**config.mk**
```make
export PLATFORM = sky130hd
export DESIGN_NAME = uart_sw_core
export DESIGN_NICKNAME = d
export VERILOG_FILES = /design/src/rtl/uart_sw_pkg.sv /design/src/rtl/uart_sw_core.sv
export VERILOG_INCLUDE_DIRS = /design/src /design/src/rtl
export SDC_FILE = /design/constraint.sdc
export NUM_CORES = 1
export LEC_CHECK = 0
export BUFFER_PORTS_ARGS = -buffer_cell sky130_fd_sc_hd__buf_2
export CAP_MARGIN = 20
export CORE_UTILIZATION = 55
export CTS_CLUSTER_SIZE = 14
export DETAILED_ROUTE_END_ITERATION = 16
export GPL_TIMING_DRIVEN = 0
export HOLD_SLACK_MARGIN = 0.08
export PLACE_DENSITY_LB_ADDON = 0.05
export SYNTH_ARGS = -nofsm -noshare
export SYNTH_HDL_FRONTEND = slang
export SYNTH_SLANG_ARGS = --single-unit
```
**constraint.sdc**
```tcl
create_clock -name core_clk_in -period 4.4 [get_ports core_clk_in]
set_input_delay 0.66 -clock core_clk_in [delete_from_list [all_inputs] [get_ports core_clk_in]]
set_output_delay 0.66 -clock core_clk_in [all_outputs]
set_load 0.005 [all_outputs]
```
**src/rtl/uart_sw_map.svh**
```systemverilog
`ifndef UART_SW_MAP_SVH
`define UART_SW_MAP_SVH
// What this block does
// - Ratio 00: sixteen samples per bit, rate = clock/(int*16 + frac).
// - Ratio 01: eight samples per bit, rate = clock/(int*8).
// - Ratio 10: four samples per bit, rate = clock/(int*4).
// - Ratio 11: dedicated sampling, rate = clock*256/int.
// - A non-zero fraction forces sixteen samples per bit.
// - Start select 0 finds a falling edge, 1 finds a low level.
// - Mode bit clear is asynchronous framing, set is clocked synchronous operation.
// - Stop field: 00 one, 01 one and a half, 10 two, 11 reserved.
// - Check field: none, user ninth bit, even parity, odd parity.
// - Eight data bits without a check option, nine bits with any in asynchronous mode; clocked mode always uses eight.
// - Control bit 1 enables receive, bit 0 enables transmit.
// - Writing zero to the flag-clear register clears every flag at once.
// - Single-wire receive runs with both circuits enabled, frames arrive on shared pin.
// - Receive-done sets after each frame with check and framing errors valid.
// - Writing zero at receive-done position of flag-clear clears receive-done.
// - Single-wire uses the transmit pin both ways, otherwise separate pins.
`define OFS_CONTROL_ONE 6'h00
`define OFS_CONTROL_TWO 6'h04
`define OFS_EVENT_ENABLE 6'h08
`define OFS_RATE_INT 6'h0C
`define OFS_RATE_FRAC 6'h10
`define OFS_EVENT_FLAGS 6'h1C
`define OFS_FLAG_CLEAR 6'h20
`define OFS_RECEIVED_WORD 6'h24
`define OFS_OUTGOING_WORD 6'h28
`define OFS_OWN_ADDRESS 6'h30
`define OFS_ADDRESS_MASK 6'h34
`define CR1_RATIO_HI 10
`define CR1_RATIO_LO 9
`define CR1_START_SEL 8
`define CR1_SYNC_MODE 6
`define CR1_STOP_HI 5
`define CR1_STOP_LO 4
`define CR1_CHECK_HI 3
`define CR1_CHECK_LO 2
`define CR1_RX_ON 1
`define CR1_TX_ON 0
`define CR2_SINGLE_WIRE 1
`define FLAG_TC 1
`define FLAG_RC 2
`define FLAG_FE 3
`define FLAG_PE 4
`define RESET_CONTROL_ONE 11'h000
`define RESET_WORD 32'h00000000
`define PHASE_STEP 26'h0000100
`endif

```
**src/rtl/uart_sw_pkg.sv**
```systemverilog
package uart_sw_pkg;
    // Classic Wishbone request as seen by the slave.
    typedef struct packed {
        logic cyc;
        logic stb;
        logic we;
        logic [5:0] adr;
        logic [3:0] sel;
        logic [31:0] dat;
    } wb_req_t;
    // Classic Wishbone answer.
    typedef struct packed {
        logic ack;
        logic [31:0] dat;
    } wb_rsp_t;
    // Sticky status flags, packed in their register order.
    typedef struct packed {
        logic pe;
        logic fe;
        logic rc;
        logic tc;
    } flags_t;
    typedef enum logic [3:0] {
        RX_IDLE = 4'b0001,
        RX_START = 4'b0010,
        RX_DATA = 4'b0100,
        RX_STOP = 4'b1000
    } rx_state_t;
    typedef enum logic [3:0] {
        TX_IDLE = 4'b0001,
        TX_START = 4'b0010,
        TX_DATA = 4'b0100,
        TX_STOP = 4'b1000
    } tx_state_t;
endpackage
```
**src/rtl/uart_sw_core.sv**
```systemverilog
`timescale 1ns/100ps
`include "uart_sw_map.svh"
module uart_sw_core (
    // Clock and reset.
    input wire logic core_clk_in,
    input wire logic resetn_in,
    // Register bus.
    input wire uart_sw_pkg::wb_req_t wb_req_in,
    output uart_sw_pkg::wb_rsp_t wb_rsp_out,
    // Serial pins; the transmit pin enable is low while driving.
    input wire logic rx_pin_in,
    input wire logic tx_pin_in,
    output logic tx_pin_out,
    output logic tx_pin_oe_n_out,
    output logic sync_clk_out
);
    import uart_sw_pkg::*;

    // Byte-lane merge for register writes.
    function automatic logic [31:0] wmerge(input logic [31:0] old, input logic [31:0] nw, input logic [3:0] sel);
        logic [31:0] r;
        r = old;
        for (int i = 0; i < 4; i++) begin
            if (sel[i]) begin
                r[i*8 +: 8] = nw[i*8 +: 8];
            end
        end
        return r;
    endfunction

    logic ack_reg, ack_next;
    logic [31:0] rdat_reg, rdat_next;
    logic [10:0] cr1_reg, cr1_next;
    logic [9:0] cr2_reg, cr2_next;
    logic [6:0] ier_reg, ier_next;
    logic [15:0] rate_int_divider_reg, rate_int_divider_next;
    logic [3:0] rate_frac_divider_reg, rate_frac_divider_next;
    logic [7:0] addr_reg, addr_next, mask_reg, mask_next;
    logic [8:0] rdr_reg, rdr_next, hold_reg, hold_next;
    logic hold_full_reg, hold_full_next;
    flags_t flags_reg, flags_next, flag_set;
    logic take, wr, icr_wr, tc_set;
    logic [25:0] acc_reg, acc_next, tick_len, acc_sum;
    logic tick;
    logic [4:0] n_os, half;
    logic rx_s1_reg, rx_s2_reg, rx_s3_reg, tx_s1_reg, tx_s2_reg, tx_s3_reg;
    logic line, line_prev, start_seen;
    rx_state_t rx_state_reg, rx_state_next;
    logic [4:0] rx_cnt_reg, rx_cnt_next;
    logic [3:0] rx_bits_reg, rx_bits_next;
    logic [8:0] rx_sh_reg, rx_sh_next;
    tx_state_t tx_state_reg, tx_state_next;
    logic [5:0] tx_cnt_reg, tx_cnt_next, stop_ticks;
    logic [3:0] tx_bits_reg, tx_bits_next;
    logic [8:0] tx_sh_reg, tx_sh_next;
    logic tx_bit_reg, tx_bit_next, sclk_reg, sclk_next;
    logic sync_mode, nine, rx_on, tx_on, single;
    logic [1:0] check, ratio;

    assign ratio = cr1_reg[`CR1_RATIO_HI:`CR1_RATIO_LO];
    assign check = cr1_reg[`CR1_CHECK_HI:`CR1_CHECK_LO];
    assign sync_mode = cr1_reg[`CR1_SYNC_MODE];
    assign nine = (check != 2'b00) && !sync_mode;
    assign rx_on = cr1_reg[`CR1_RX_ON];
    assign tx_on = cr1_reg[`CR1_TX_ON];
    assign single = cr2_reg[`CR2_SINGLE_WIRE];
    assign take = wb_req_in.cyc && wb_req_in.stb && !ack_reg;
    assign wr = take && wb_req_in.we;
    assign icr_wr = wr && (wb_req_in.adr == `OFS_FLAG_CLEAR);

    // Bus answer one cycle after the request, then registers and their write effects.
    always_comb begin
        ack_next = take;
        rdat_next = rdat_reg;
        cr1_next = cr1_reg;
        cr2_next = cr2_reg;
        ier_next = ier_reg;
        rate_int_divider_next = rate_int_divider_reg;
        rate_frac_divider_next = rate_frac_divider_reg;
        addr_next = addr_reg;
        mask_next = mask_reg;
        hold_next = hold_reg;
        hold_full_next = hold_full_reg;
        if (tx_state_reg == TX_IDLE && tx_on && hold_full_reg) begin
            hold_full_next = 1'b0;
        end
        if (take && !wb_req_in.we) begin
            case (wb_req_in.adr)
                `OFS_CONTROL_ONE: rdat_next = {21'h0, cr1_reg};
                `OFS_CONTROL_TWO: rdat_next = {22'h0, cr2_reg};
                `OFS_EVENT_ENABLE: rdat_next = {25'h0, ier_reg};
                `OFS_RATE_INT: rdat_next = {16'h0, rate_int_divider_reg};
                `OFS_RATE_FRAC: rdat_next = {28'h0, rate_frac_divider_reg};
                `OFS_EVENT_FLAGS: rdat_next = {27'h0, flags_reg, !hold_full_reg};
                `OFS_RECEIVED_WORD: rdat_next = {23'h0, rdr_reg};
                `OFS_OWN_ADDRESS: rdat_next = {24'h0, addr_reg};
                `OFS_ADDRESS_MASK: rdat_next = {24'h0, mask_reg};
                default: rdat_next = `RESET_WORD;
            endcase
        end
        if (wr) begin
            case (wb_req_in.adr)
                `OFS_CONTROL_ONE: cr1_next = 11'(wmerge({21'h0, cr1_reg}, wb_req_in.dat, wb_req_in.sel));
                `OFS_CONTROL_TWO: cr2_next = 10'(wmerge({22'h0, cr2_reg}, wb_req_in.dat, wb_req_in.sel));
                `OFS_EVENT_ENABLE: ier_next = 7'(wmerge({25'h0, ier_reg}, wb_req_in.dat, wb_req_in.sel));
                `OFS_RATE_INT: rate_int_divider_next = 16'(wmerge({16'h0, rate_int_divider_reg}, wb_req_in.dat, wb_req_in.sel));
                `OFS_RATE_FRAC: rate_frac_divider_next = 4'(wmerge({28'h0, rate_frac_divider_reg}, wb_req_in.dat, wb_req_in.sel));
                `OFS_OWN_ADDRESS: addr_next = 8'(wmerge({24'h0, addr_reg}, wb_req_in.dat, wb_req_in.sel));
                `OFS_ADDRESS_MASK: mask_next = 8'(wmerge({24'h0, mask_reg}, wb_req_in.dat, wb_req_in.sel));
                `OFS_OUTGOING_WORD: begin
                    if (!hold_full_reg) begin
                        hold_next = 9'(wmerge({23'h0, hold_reg}, wb_req_in.dat, wb_req_in.sel));
                        hold_full_next = 1'b1;
                    end
                end
                default: ;
            endcase
        end
    end

    always_ff @(posedge core_clk_in or negedge resetn_in) begin
        if (!resetn_in) begin
            ack_reg <= 1'b0;
            rdat_reg <= `RESET_WORD;
            cr1_reg <= `RESET_CONTROL_ONE;
            cr2_reg <= 10'h000;
            ier_reg <= 7'h00;
            rate_int_divider_reg <= 16'h0000;
            rate_frac_divider_reg <= 4'h0;
            addr_reg <= 8'h00;
            mask_reg <= 8'h00;
            hold_reg <= 9'h000;
            hold_full_reg <= 1'b0;
        end else begin
            ack_reg <= ack_next;
            rdat_reg <= rdat_next;
            cr1_reg <= cr1_next;
            cr2_reg <= cr2_next;
            ier_reg <= ier_next;
            rate_int_divider_reg <= rate_int_divider_next;
            rate_frac_divider_reg <= rate_frac_divider_next;
            addr_reg <= addr_next;
            mask_reg <= mask_next;
            hold_reg <= hold_next;
            hold_full_reg <= hold_full_next;
        end
    end

    assign wb_rsp_out.ack = ack_reg;
    assign wb_rsp_out.dat = rdat_reg;

    // Sample tick length in 1/256 clock units and samples per bit.
    always_comb begin
        if (rate_frac_divider_reg != 4'h0 || ratio == 2'b00) begin
            tick_len = {2'h0, rate_int_divider_reg, rate_frac_divider_reg, 4'h0};
            n_os = 5'h10;
        end else if (ratio == 2'b01) begin
            tick_len = {2'h0, rate_int_divider_reg, 8'h00};
            n_os = 5'h08;
        end else if (ratio == 2'b10) begin
            tick_len = {2'h0, rate_int_divider_reg, 8'h00};
            n_os = 5'h04;
        end else begin
            tick_len = {14'h0, rate_int_divider_reg[15:4]};
            n_os = 5'h10;
        end
        half = n_os >> 1;
        acc_sum = acc_reg + `PHASE_STEP;
        tick = (tick_len != 26'h0) && (acc_sum >= tick_len);
        acc_next = tick ? acc_sum - tick_len : acc_sum;
        if (tick_len == 26'h0) begin
            acc_next = 26'h0;
        end
    end

    always_ff @(posedge core_clk_in or negedge resetn_in) begin
        if (!resetn_in) begin
            acc_reg <= 26'h0;
        end else begin
            acc_reg <= acc_next;
        end
    end

    // Pin synchronisers; a third stage feeds the edge detector.
    always_ff @(posedge core_clk_in or negedge resetn_in) begin
        if (!resetn_in) begin
            rx_s1_reg <= 1'b1;
            rx_s2_reg <= 1'b1;
            rx_s3_reg <= 1'b1;
            tx_s1_reg <= 1'b1;
            tx_s2_reg <= 1'b1;
            tx_s3_reg <= 1'b1;
        end else begin
            rx_s1_reg <= rx_pin_in;
            rx_s2_reg <= rx_s1_reg;
            rx_s3_reg <= rx_s2_reg;
            tx_s1_reg <= tx_pin_in;
            tx_s2_reg <= tx_s1_reg;
            tx_s3_reg <= tx_s2_reg;
        end
    end

    // The shared pin is sampled even during own transmission.
    assign line = single ? tx_s2_reg : rx_s2_reg;
    assign line_prev = single ? tx_s3_reg : rx_s3_reg;
    assign start_seen = cr1_reg[`CR1_START_SEL] ? !line : (line_prev && !line);

    // Receiver.
    always_comb begin
        rx_state_next = rx_state_reg;
        rx_cnt_next = rx_cnt_reg;
        rx_bits_next = rx_bits_reg;
        rx_sh_next = rx_sh_reg;
        rdr_next = rdr_reg;
        flag_set = '0;
        case (rx_state_reg)
            RX_IDLE: begin
                rx_bits_next = 4'h0;
                if (rx_on && sync_mode) begin
                    rx_state_next = RX_DATA;
                    rx_cnt_next = half;
                end else if (rx_on && start_seen) begin
                    rx_state_next = RX_START;
                    rx_cnt_next = 5'h00;
                end
            end
            RX_START: begin
                if (tick) begin
                    if (rx_cnt_reg == half - 5'h01) begin
                        rx_cnt_next = 5'h00;
                        rx_state_next = line ? RX_IDLE : RX_DATA;
                    end else begin
                        rx_cnt_next = rx_cnt_reg + 5'h01;
                    end
                end
            end
            RX_DATA: begin
                if (tick) begin
                    if (rx_cnt_reg == n_os - 5'h01) begin
                        rx_cnt_next = 5'h00;
                        rx_sh_next = {line, rx_sh_reg[8:1]};
                        rx_bits_next = rx_bits_reg + 4'h1;
                        if (rx_bits_reg == (nine ? 4'h8 : 4'h7)) begin
                            if (sync_mode) begin
                                rx_state_next = RX_IDLE;
                                rdr_next = {1'b0, line, rx_sh_reg[8:2]};
                                flag_set.rc = 1'b1;
                            end else begin
                                rx_state_next = RX_STOP;
                            end
                        end
                    end else begin
                        rx_cnt_next = rx_cnt_reg + 5'h01;
                    end
                end
            end
            RX_STOP: begin
                if (tick) begin
                    if (rx_cnt_reg == n_os - 5'h01) begin
                        rx_state_next = RX_IDLE;
                        rdr_next = nine ? rx_sh_reg : {1'b0, rx_sh_reg[8:1]};
                        flag_set.rc = 1'b1;
                        flag_set.fe = !line;
                        flag_set.pe = check[1] && ((^rx_sh_reg) != check[0]);
                    end else begin
                        rx_cnt_next = rx_cnt_reg + 5'h01;
                    end
                end
            end
            default: rx_state_next = RX_IDLE;
        endcase
        if (!rx_on) begin
            rx_state_next = RX_IDLE;
        end
    end

    always_ff @(posedge core_clk_in or negedge resetn_in) begin
        if (!resetn_in) begin
            rx_state_reg <= RX_IDLE;
            rx_cnt_reg <= 5'h00;
            rx_bits_reg <= 4'h0;
            rx_sh_reg <= 9'h000;
            rdr_reg <= 9'h000;
        end else begin
            rx_state_reg <= rx_state_next;
            rx_cnt_reg <= rx_cnt_next;
            rx_bits_reg <= rx_bits_next;
            rx_sh_reg <= rx_sh_next;
            rdr_reg <= rdr_next;
        end
    end

    // Transmitter; stop time in ticks from the stop field.
    always_comb begin
        case (cr1_reg[`CR1_STOP_HI:`CR1_STOP_LO])
            2'b01: stop_ticks = {1'b0, n_os} + {1'b0, half};
            2'b10: stop_ticks = {n_os, 1'b0};
            default: stop_ticks = {1'b0, n_os};
        endcase
        tx_state_next = tx_state_reg;
        tx_cnt_next = tx_cnt_reg;
        tx_bits_next = tx_bits_reg;
        tx_sh_next = tx_sh_reg;
        tx_bit_next = tx_bit_reg;
        sclk_next = 1'b0;
        tc_set = 1'b0;
        case (tx_state_reg)
            TX_IDLE: begin
                tx_bit_next = 1'b1;
                tx_cnt_next = 6'h00;
                tx_bits_next = 4'h0;
                if (tx_on && hold_full_reg) begin
                    tx_sh_next = {check[1] ? (^hold_reg[7:0]) ^ check[0] : hold_reg[8], hold_reg[7:0]};
                    tx_state_next = sync_mode ? TX_DATA : TX_START;
                    tx_bit_next = sync_mode ? hold_reg[0] : 1'b0;
                end
            end
            TX_START, TX_DATA: begin
                sclk_next = (tx_state_reg == TX_DATA) && sync_mode && (tx_cnt_reg >= {1'b0, half});
                if (tick) begin
                    if (tx_cnt_reg == {1'b0, n_os} - 6'h01) begin
                        tx_cnt_next = 6'h00;
                        if (tx_state_reg == TX_START) begin
                            tx_state_next = TX_DATA;
                            tx_bit_next = tx_sh_reg[0];
                        end else if (tx_bits_reg == (nine ? 4'h8 : 4'h7)) begin
                            tx_state_next = sync_mode ? TX_IDLE : TX_STOP;
                            tx_bit_next = 1'b1;
                            tc_set = sync_mode;
                        end else begin
                            tx_sh_next = {1'b0, tx_sh_reg[8:1]};
                            tx_bit_next = tx_sh_reg[1];
                            tx_bits_next = tx_bits_reg + 4'h1;
                        end
                    end else begin
                        tx_cnt_next = tx_cnt_reg + 6'h01;
                    end
                end
            end
            TX_STOP: begin
                if (tick) begin
                    if (tx_cnt_reg == stop_ticks - 6'h01) begin
                        tx_state_next = TX_IDLE;
                        tc_set = 1'b1;
                    end else begin
                        tx_cnt_next = tx_cnt_reg + 6'h01;
                    end
                end
            end
            default: tx_state_next = TX_IDLE;
        endcase
        if (!tx_on) begin
            tx_state_next = TX_IDLE;
            tx_bit_next = 1'b1;
        end
    end

    always_ff @(posedge core_clk_in or negedge resetn_in) begin
        if (!resetn_in) begin
            tx_state_reg <= TX_IDLE;
            tx_cnt_reg <= 6'h00;
            tx_bits_reg <= 4'h0;
            tx_sh_reg <= 9'h000;
            tx_bit_reg <= 1'b1;
            sclk_reg <= 1'b0;
        end else begin
            tx_state_reg <= tx_state_next;
            tx_cnt_reg <= tx_cnt_next;
            tx_bits_reg <= tx_bits_next;
            tx_sh_reg <= tx_sh_next;
            tx_bit_reg <= tx_bit_next;
            sclk_reg <= sclk_next;
        end
    end

    // Single-wire releases the pin for a one; otherwise push-pull.
    assign tx_pin_out = tx_bit_reg;
    assign tx_pin_oe_n_out = single ? tx_bit_reg : 1'b0;
    assign sync_clk_out = sclk_reg;

    // Sticky flags: a zero written clears its flag, a new event wins.
    always_comb begin
        flags_next = flags_reg;
        if (icr_wr && wb_req_in.sel[0]) begin
            flags_next = flags_reg & wb_req_in.dat[`FLAG_PE:`FLAG_TC];
        end
        flags_next = flags_next | flag_set;
        flags_next.tc = flags_next.tc | tc_set;
    end

    always_ff @(posedge core_clk_in or negedge resetn_in) begin
        if (!resetn_in) begin
            flags_reg <= '0;
        end else begin
            flags_reg <= flags_next;
        end
    end
endmodule // uart_sw_core

```
==> impl_metrics.toml, run 1 <==
[die]
die_h_um = 144.4
dieArea_um2 = 20840
io_pins = 85
initial_core_util = 0.5672
die_w_um = 144.4
coreArea_um2 = 19650
core.rowCount = 51

[clock_network]
clk_pin_slew_ns = 0.08
htree_levels = 4
numClockSinks = 183
cts_tree = "yes"
cts_buffers = 17
clk-insertion-delay-late_ns = 0.44
hold_buffers = 0
root_buffer = "clkbuf_16"
clk_path_buf_depth = 2

[timing]
slew_viol_final = 0
min_period_ns = 4.252
clock-skew-final_ns = 0.02188
tightestPinTransition_ns = 1.072
fin_crit_sh = 0.9664
worst_hold_slack_ns = 0.2435
slew_headroom = 0.2785
fmax_mhz = 235.2
hold_viol_final = 0
setup_viol = 0

[logic_synthesis]
syn_avg_cell_area_um2 = 9.651
synthCells = 1155
netlist_area_um2 = 11150
synth_cell_types = 92
ys_ff_latch = 183
async_flop_share = 1.000
synth_flop_cell = "dfrtp_1"
synth_edf_count = 0
ys_seq_area_frac = 0.4118
yosys_warnings = 0

[worst_setup_path]
crit_type = "flip-flop to flip-flop"
startpoint_type = "flip-flop"
crit_chain = "buf_4 > ha_1 > buf_4 > or3_1 > buf_4 > mux2i_1 > ha_1 > nand4_4 > or4_4 > o21ai_2 > o211ai_2 > buf_4 > a21oi_4 > buf_12 > o2111ai_4 > or3b_1 > a21boi_1"
r2r_cells = 17
max_stage_delay_ns = 0.54
path_max_fanout = 10
r2r_slack_ns = 0.15
path_buf_inv = 5
r2r_end = "rx_state_reg[3]"
crit_top_cell = "buf_4"
r2r-start = "cr1_reg[9]"
cp_top_family = "simple AND/OR/NAND/NOR gates"
arrival_ns = 4.62
cp.required_ns = 4.76
cp_slowest_cell = "or4_4"
worst_setup_path_end_kind = "flip-flop"

[global_routing]
grt_use_total = 0.2927
grt_max_degree = 102
grt_pass1_vias = 8678
antenna_found_initial = 0
overflow = 0
grt_pass1_wl_um = 46370

[finish]
syn_to_final_growth_pct = 14.45
largest_reg_flops = 26
fin_nets = 1351
antenna_cells = 0
drive_gt1_frac = 0.2248
design_area_um2 = 12760

[drt]
drc = 0
vias = 9172
drt-initial-drc-count = 825
avgRoutedWirePerCell_um = 18.94
dr.pass1.iters = 5
viasPerCell = 5.983
drt_wl_total_um = 29040
drtAntennaViolNets = 0

[placement]
portBuffers = 50
dpl.hpwl_um = 21060
gp_congestion = 0.9243
place_area_um2 = 11830

[job]
drv_cap = 0

[hold_path]
hold_class = "primary input to async pin"

[power]
ir_drop_mv = 0.2784
p_per_area_nw_per_um2 = 420.2
p_leak_nw = 5.678
power.total_mw = 5.360

[run_status]
outcome = "complete, no violations"
[power by group]
part,total [mW],switching [mW],internal [mW]
sequential,1.85,0.0722,1.78
combinational,1.91,1.14,0.771
clock,1.60,0.777,0.828
[through the flow]
stage / instances / setup slack, ns / setup TNS (ns) / utilization
after floorplan: 1170 / 0.07528 / 0 / -
after global placement: 1485 / -1.118 / -130.79 / 0.5996
after detailed placement: 1487 / -1.182 / -77.33 / 0.6021
after CTS: 1524 / 0.0002967 / 0 / 0.6406
after global routing: 1533 / -0.02816 / -0.06511 / 0.6491
final: 1533 / 0.1477 / 0 / 0.6491
[cells in the mapped netlist, drive strengths merged, types with 15 or more instances]
library cell	number	area [µm²]
inv	38	142.6
a31oi	15	100.1
ha	45	563.0
dfrtp	174	4354
o21ai	67	339.1
nor3	17	95.09
o22ai	15	100.1
clkbuf	29	108.9
mux2	88	994.7
nand3	52	260.3
a21oi	62	325.3
nand2	153	581.8
buf	33	209.0
xor2	17	148.9
mux2i	17	170.2
nor2	62	235.2
xnor2	42	367.9
[worst max path at each step]
| stage | startpoint | to | cells after the start |
|---|---|---|---|
| after floorplan | cr1_reg[9] | rx_sh_reg[2] | 17 |
| after global placement | rate_frac_divider_reg[0] | acc_reg[8] | 18 |
| after detailed placement | rate_frac_divider_reg[0] | acc_reg[8] | 18 |
| after CTS | rate_frac_divider_reg[3] | rx_state_reg[3] | 16 |
| after global routing | cr1_reg[9] | rx_bits_reg[3] | 18 |
| final | cr1_reg[9] | rx_state_reg[3] | 17 |
[logic make-up (layout without fill, tap and decap cells)]
kind of cell | Yosys count | count (layout) | synth area share
adder cells (fa/ha/maj) | 47 | 47 | 0.05410
buffers and inverters | 101 | 199 | 0.04164
flip-flops | 183 | 183 | 0.4118
XOR/XNOR | 61 | 61 | 0.05051
AO/OA/AOI/OAI | 264 | 264 | 0.1603
multiplexers | 105 | 105 | 0.1045
other | 1 | 16 | 0.0003364
AND/OR/NAND/NOR | 393 | 393 | 0.1768
[area by class of cell]
class,count,area [µm²]
Sequential cell,183,4596
Clock inverter,15,195.2
Tap cell,265,331.6
Inverter,39,146.4
Clock buffer,17,425.4
Multi-Input combinational cell,886,6307
Fill cell,1663,6897
Buffer,61,335.3
Timing Repair Buffer,67,420.4
[layout by cell type (no fill, tap or decap), types with 9 or more instances in the layout]
cell and instances:
o22ai_1 14, nand2_1 147, o21ai_0 63, a31oi_1 14
inv_1 37, nor3_1 14, mux2_2 87, a21oi_1 59
nor4b_1 10, nand3_1 52, a222oi_1 14, buf_4 34
buf_2 53, mux2i_1 17, a21o_1 12, clkbuf_16 17
xor2_1 17, dfstp_2 9, dfrtp_1 170, and3_1 13
ha_1 42, nor2_1 60, clkbuf_1 23, conb_1 16
xnor2_1 42, nor2b_1 9, or3_1 11
[what timing repair did]
item,CTS,global route
setup buffers,6,6
gates cloned,0,1
resized for setup,22,30
hold endpoints to repair,0,0
endpoints found under the setup margin,85,80
pin swaps,5,5
[layer usage]
metal | share of wire | track usage | wire (µm) | up-vias
li1 | - | - | - | 4384
met1 | 0.46 | 0.4091 | 13280 | 4462
met2 | 0.47 | 0.4717 | 13760 | 277
met3 | 0.042 | 0.02715 | 1214 | 49
met4 | 0.027 | 0.1102 | 790 | 0
met5 | 0 | 0 | 0 | -
No activity file was read; power rests on OpenSTA's default activity.
==> run 2: changes to the inputs <==
--- a/config.mk
+++ b/config.mk
@@ -8,7 +8,9 @@
 export LEC_CHECK = 0
 export BUFFER_PORTS_ARGS = -buffer_cell sky130_fd_sc_hd__buf_2
 export CAP_MARGIN = 20
-export CORE_UTILIZATION = 55
+export CELL_PAD_IN_SITES_DETAIL_PLACEMENT = 1
+export CELL_PAD_IN_SITES_GLOBAL_PLACEMENT = 1
+export CORE_UTILIZATION = 43
 export CTS_CLUSTER_SIZE = 14
 export DETAILED_ROUTE_END_ITERATION = 16
 export GPL_TIMING_DRIVEN = 0
==> run 2 against run 1 <==
Total power grew 4.3%. Non-clock buffer count rose by 14. Highest routed layer unchanged. Register-to-register slack got worse by 0.06 ns. Global-route usage fell by 2.6 points. Sequential share of layout area decreased by 0.98 points. Via count rose by 1.9%.
==> impl_metrics.toml, run 2 (same netlist as run 1, synthesis figures left out) <==
[power]
p_sw_frac = 0.3863
ir_drop_mv = 0.2471
p_switching_mw = 2.160
power.total_mw = 5.592
p_int_mw = 3.432
clkPwrFrac = 0.287
p_leak_nw = 5.792
seq_power_share = 0.331
combPwrFrac = 0.382
p_per_area_nw_per_um2 = 426.6

[worst_setup_path]
startpoint_type = "flip-flop"
crit_type = "flip-flop to flip-flop"
worst_setup_path_end_kind = "flip-flop"
path_max_fanout = 7
cp.required_ns = 4.73
arrival_ns = 4.64

[timing]
slew_headroom = 0.2575
slew_viol_final = 0
hold_viol_final = 0
clock-skew-final_ns = 0.02228
min_period_ns = 4.310
rsz0062_at_grt = "yes"
fmax_mhz = 232.0
setup_tns_ns = 0
finalWorstSetupSlack_ns = 0.08978
setup_viol = 0
fin_crit_sh = 0.9796
tightestPinTransition_ns = 1.111

[finish]
final_common_cell = "dfrtp_1"
design_area_um2 = 13110
final_cell_mix = "171 x dfrtp_1, 147 x nand2_1, 87 x mux2_2"
utilization = 0.5176
syn_to_final_growth_pct = 17.60
fin_nets = 1365
drive_gt1_frac = 0.2441
largest_reg_flops = 26
antenna_cells = 0

[global_routing]
grt_pass1_wl_um = 54420
antenna_found_initial = 0
grt_pass1_vias = 9644
grt_use_total = 0.2664
overflow = 0
grt_max_degree = 113

[drt]
viasPerCell = 5.798
drc = 0
avgRoutedWirePerCell_um = 21.30
drtAntennaViolNets = 0
drt_wl_total_um = 34340
drt-initial-drc-count = 550
dr.pass1.iters = 5
vias = 9347

[placement]
pre_cts_slack_ns = -1.255
place_area_um2 = 11920
dpl.hpwl_um = 24820
portBuffers = 50
gp_congestion = 0.8818

[job]
drv_cap = 0

[die]
coreArea_um2 = 25330
io_pins = 85
core.rowCount = 58
die_h_um = 163.0
dieArea_um2 = 26570
initial_core_util = 0.4401
die_w_um = 163.0

[clock_network]
cts_buffers = 17
numClockSinks = 183
clk-insertion-delay-late_ns = 0.45
clk_pin_slew_ns = 0.08
root_buffer = "clkbuf_16"
clk_path_buf_depth = 2
htree_levels = 4
cts_tree = "yes"

[run_status]
outcome = "complete, no violations"

[hold_path]
hold_class = "primary input to async pin"
[run 2: area by class of cell]
cell class / count / area [µm²]
fillers: 2887 / 12220
multi-input cells: 886 / 6414
flip-flops and latches: 183 / 4594
repair buffers: 82 / 566.8
clock buffers: 18 / 439.2
well taps: 330 / 412.9
plain buffers: 60 / 352.8
clock inverters: 14 / 180.2
inverters: 39 / 148.9
[run 2: path summary, 6_finish.rpt]
| path | from | to | slack (ns) | cells past startpoint |
|---|---|---|---|---|
| max reg2reg | rate_frac_divider_reg[3] | tx_bits_reg[0] | 0.09 | 19 |
| max | rate_frac_divider_reg[3] | tx_bits_reg[0] | 0.09 | 19 |
| min in group core_clk_in | tx_pin_in | tx_s1_reg | 0.32 | 1 |
| min reg2reg | tx_s1_reg | tx_s2_reg | 0.36 | 0 |
| max in group asynchronous | resetn_in | hold_reg[4] | 3.19 | 2 |
| min | resetn_in | tx_cnt_reg[3] | 0.17 | 1 |
[run 2: what timing repair did]
item                                   4_1_cts  5_1_grt
resized for setup                           47       36
endpoints found under the hold margin        0        0
gates cloned                                 1        0
hold buffers                                 0        0
pin swaps                                    9       26
setup buffers                               13       14
setup endpoints to repair                   85       84
[run 2: per-layer routing]
layer | track usage | vias up | share of wire
li1 | - | 4390 | -
met1 | 0.3590 | 4716 | 0.46
met2 | 0.4377 | 184 | 0.48
met3 | 0.02878 | 57 | 0.028
met4 | 0.1049 | 0 | 0.029
met5 | 0 | - | 0
[run 2: power by group through the flow]
stage	Sequential (mW)	Clock (mW)	Combinational (mW)
6_report	1.85	1.61	2.14
5_1_grt	1.86	1.69	2.34
4_1_cts	1.85	1.63	2.02
3_5_place_dp	1.88	0	1.84
3_3_place_gp	1.88	0	1.82
2_1_floorplan	1.86	0	1.34
[run 2: critical path, cell delays in order (launching register included)]
cell and delay, ns:
dfrtp_2 0.44, nor4_4 0.27, buf_4 0.17, nand2b_4 0.09, or3_1 0.32, buf_4 0.18, mux2i_1 0.22, ha_1 0.28
buf_6 0.14, nand2_1 0.08, nand3b_1 0.14, a211oi_2 0.39, o31ai_4 0.19, o211ai_4 0.25, buf_4 0.16, a21oi_4 0.06
buf_12 0.15, a31oi_4 0.30, nor2_4 0.07, mux2_2 0.27
[run 2: stage by stage]
stage	instances	hold WS, ns
3_3_place_gp	1550	0.3458
5_1_grt	1612	0.2223
4_1_cts	1597	0.1889
6_report	1612	0.1738
2_1_floorplan	1170	0.3452
3_5_place_dp	1552	0.3523
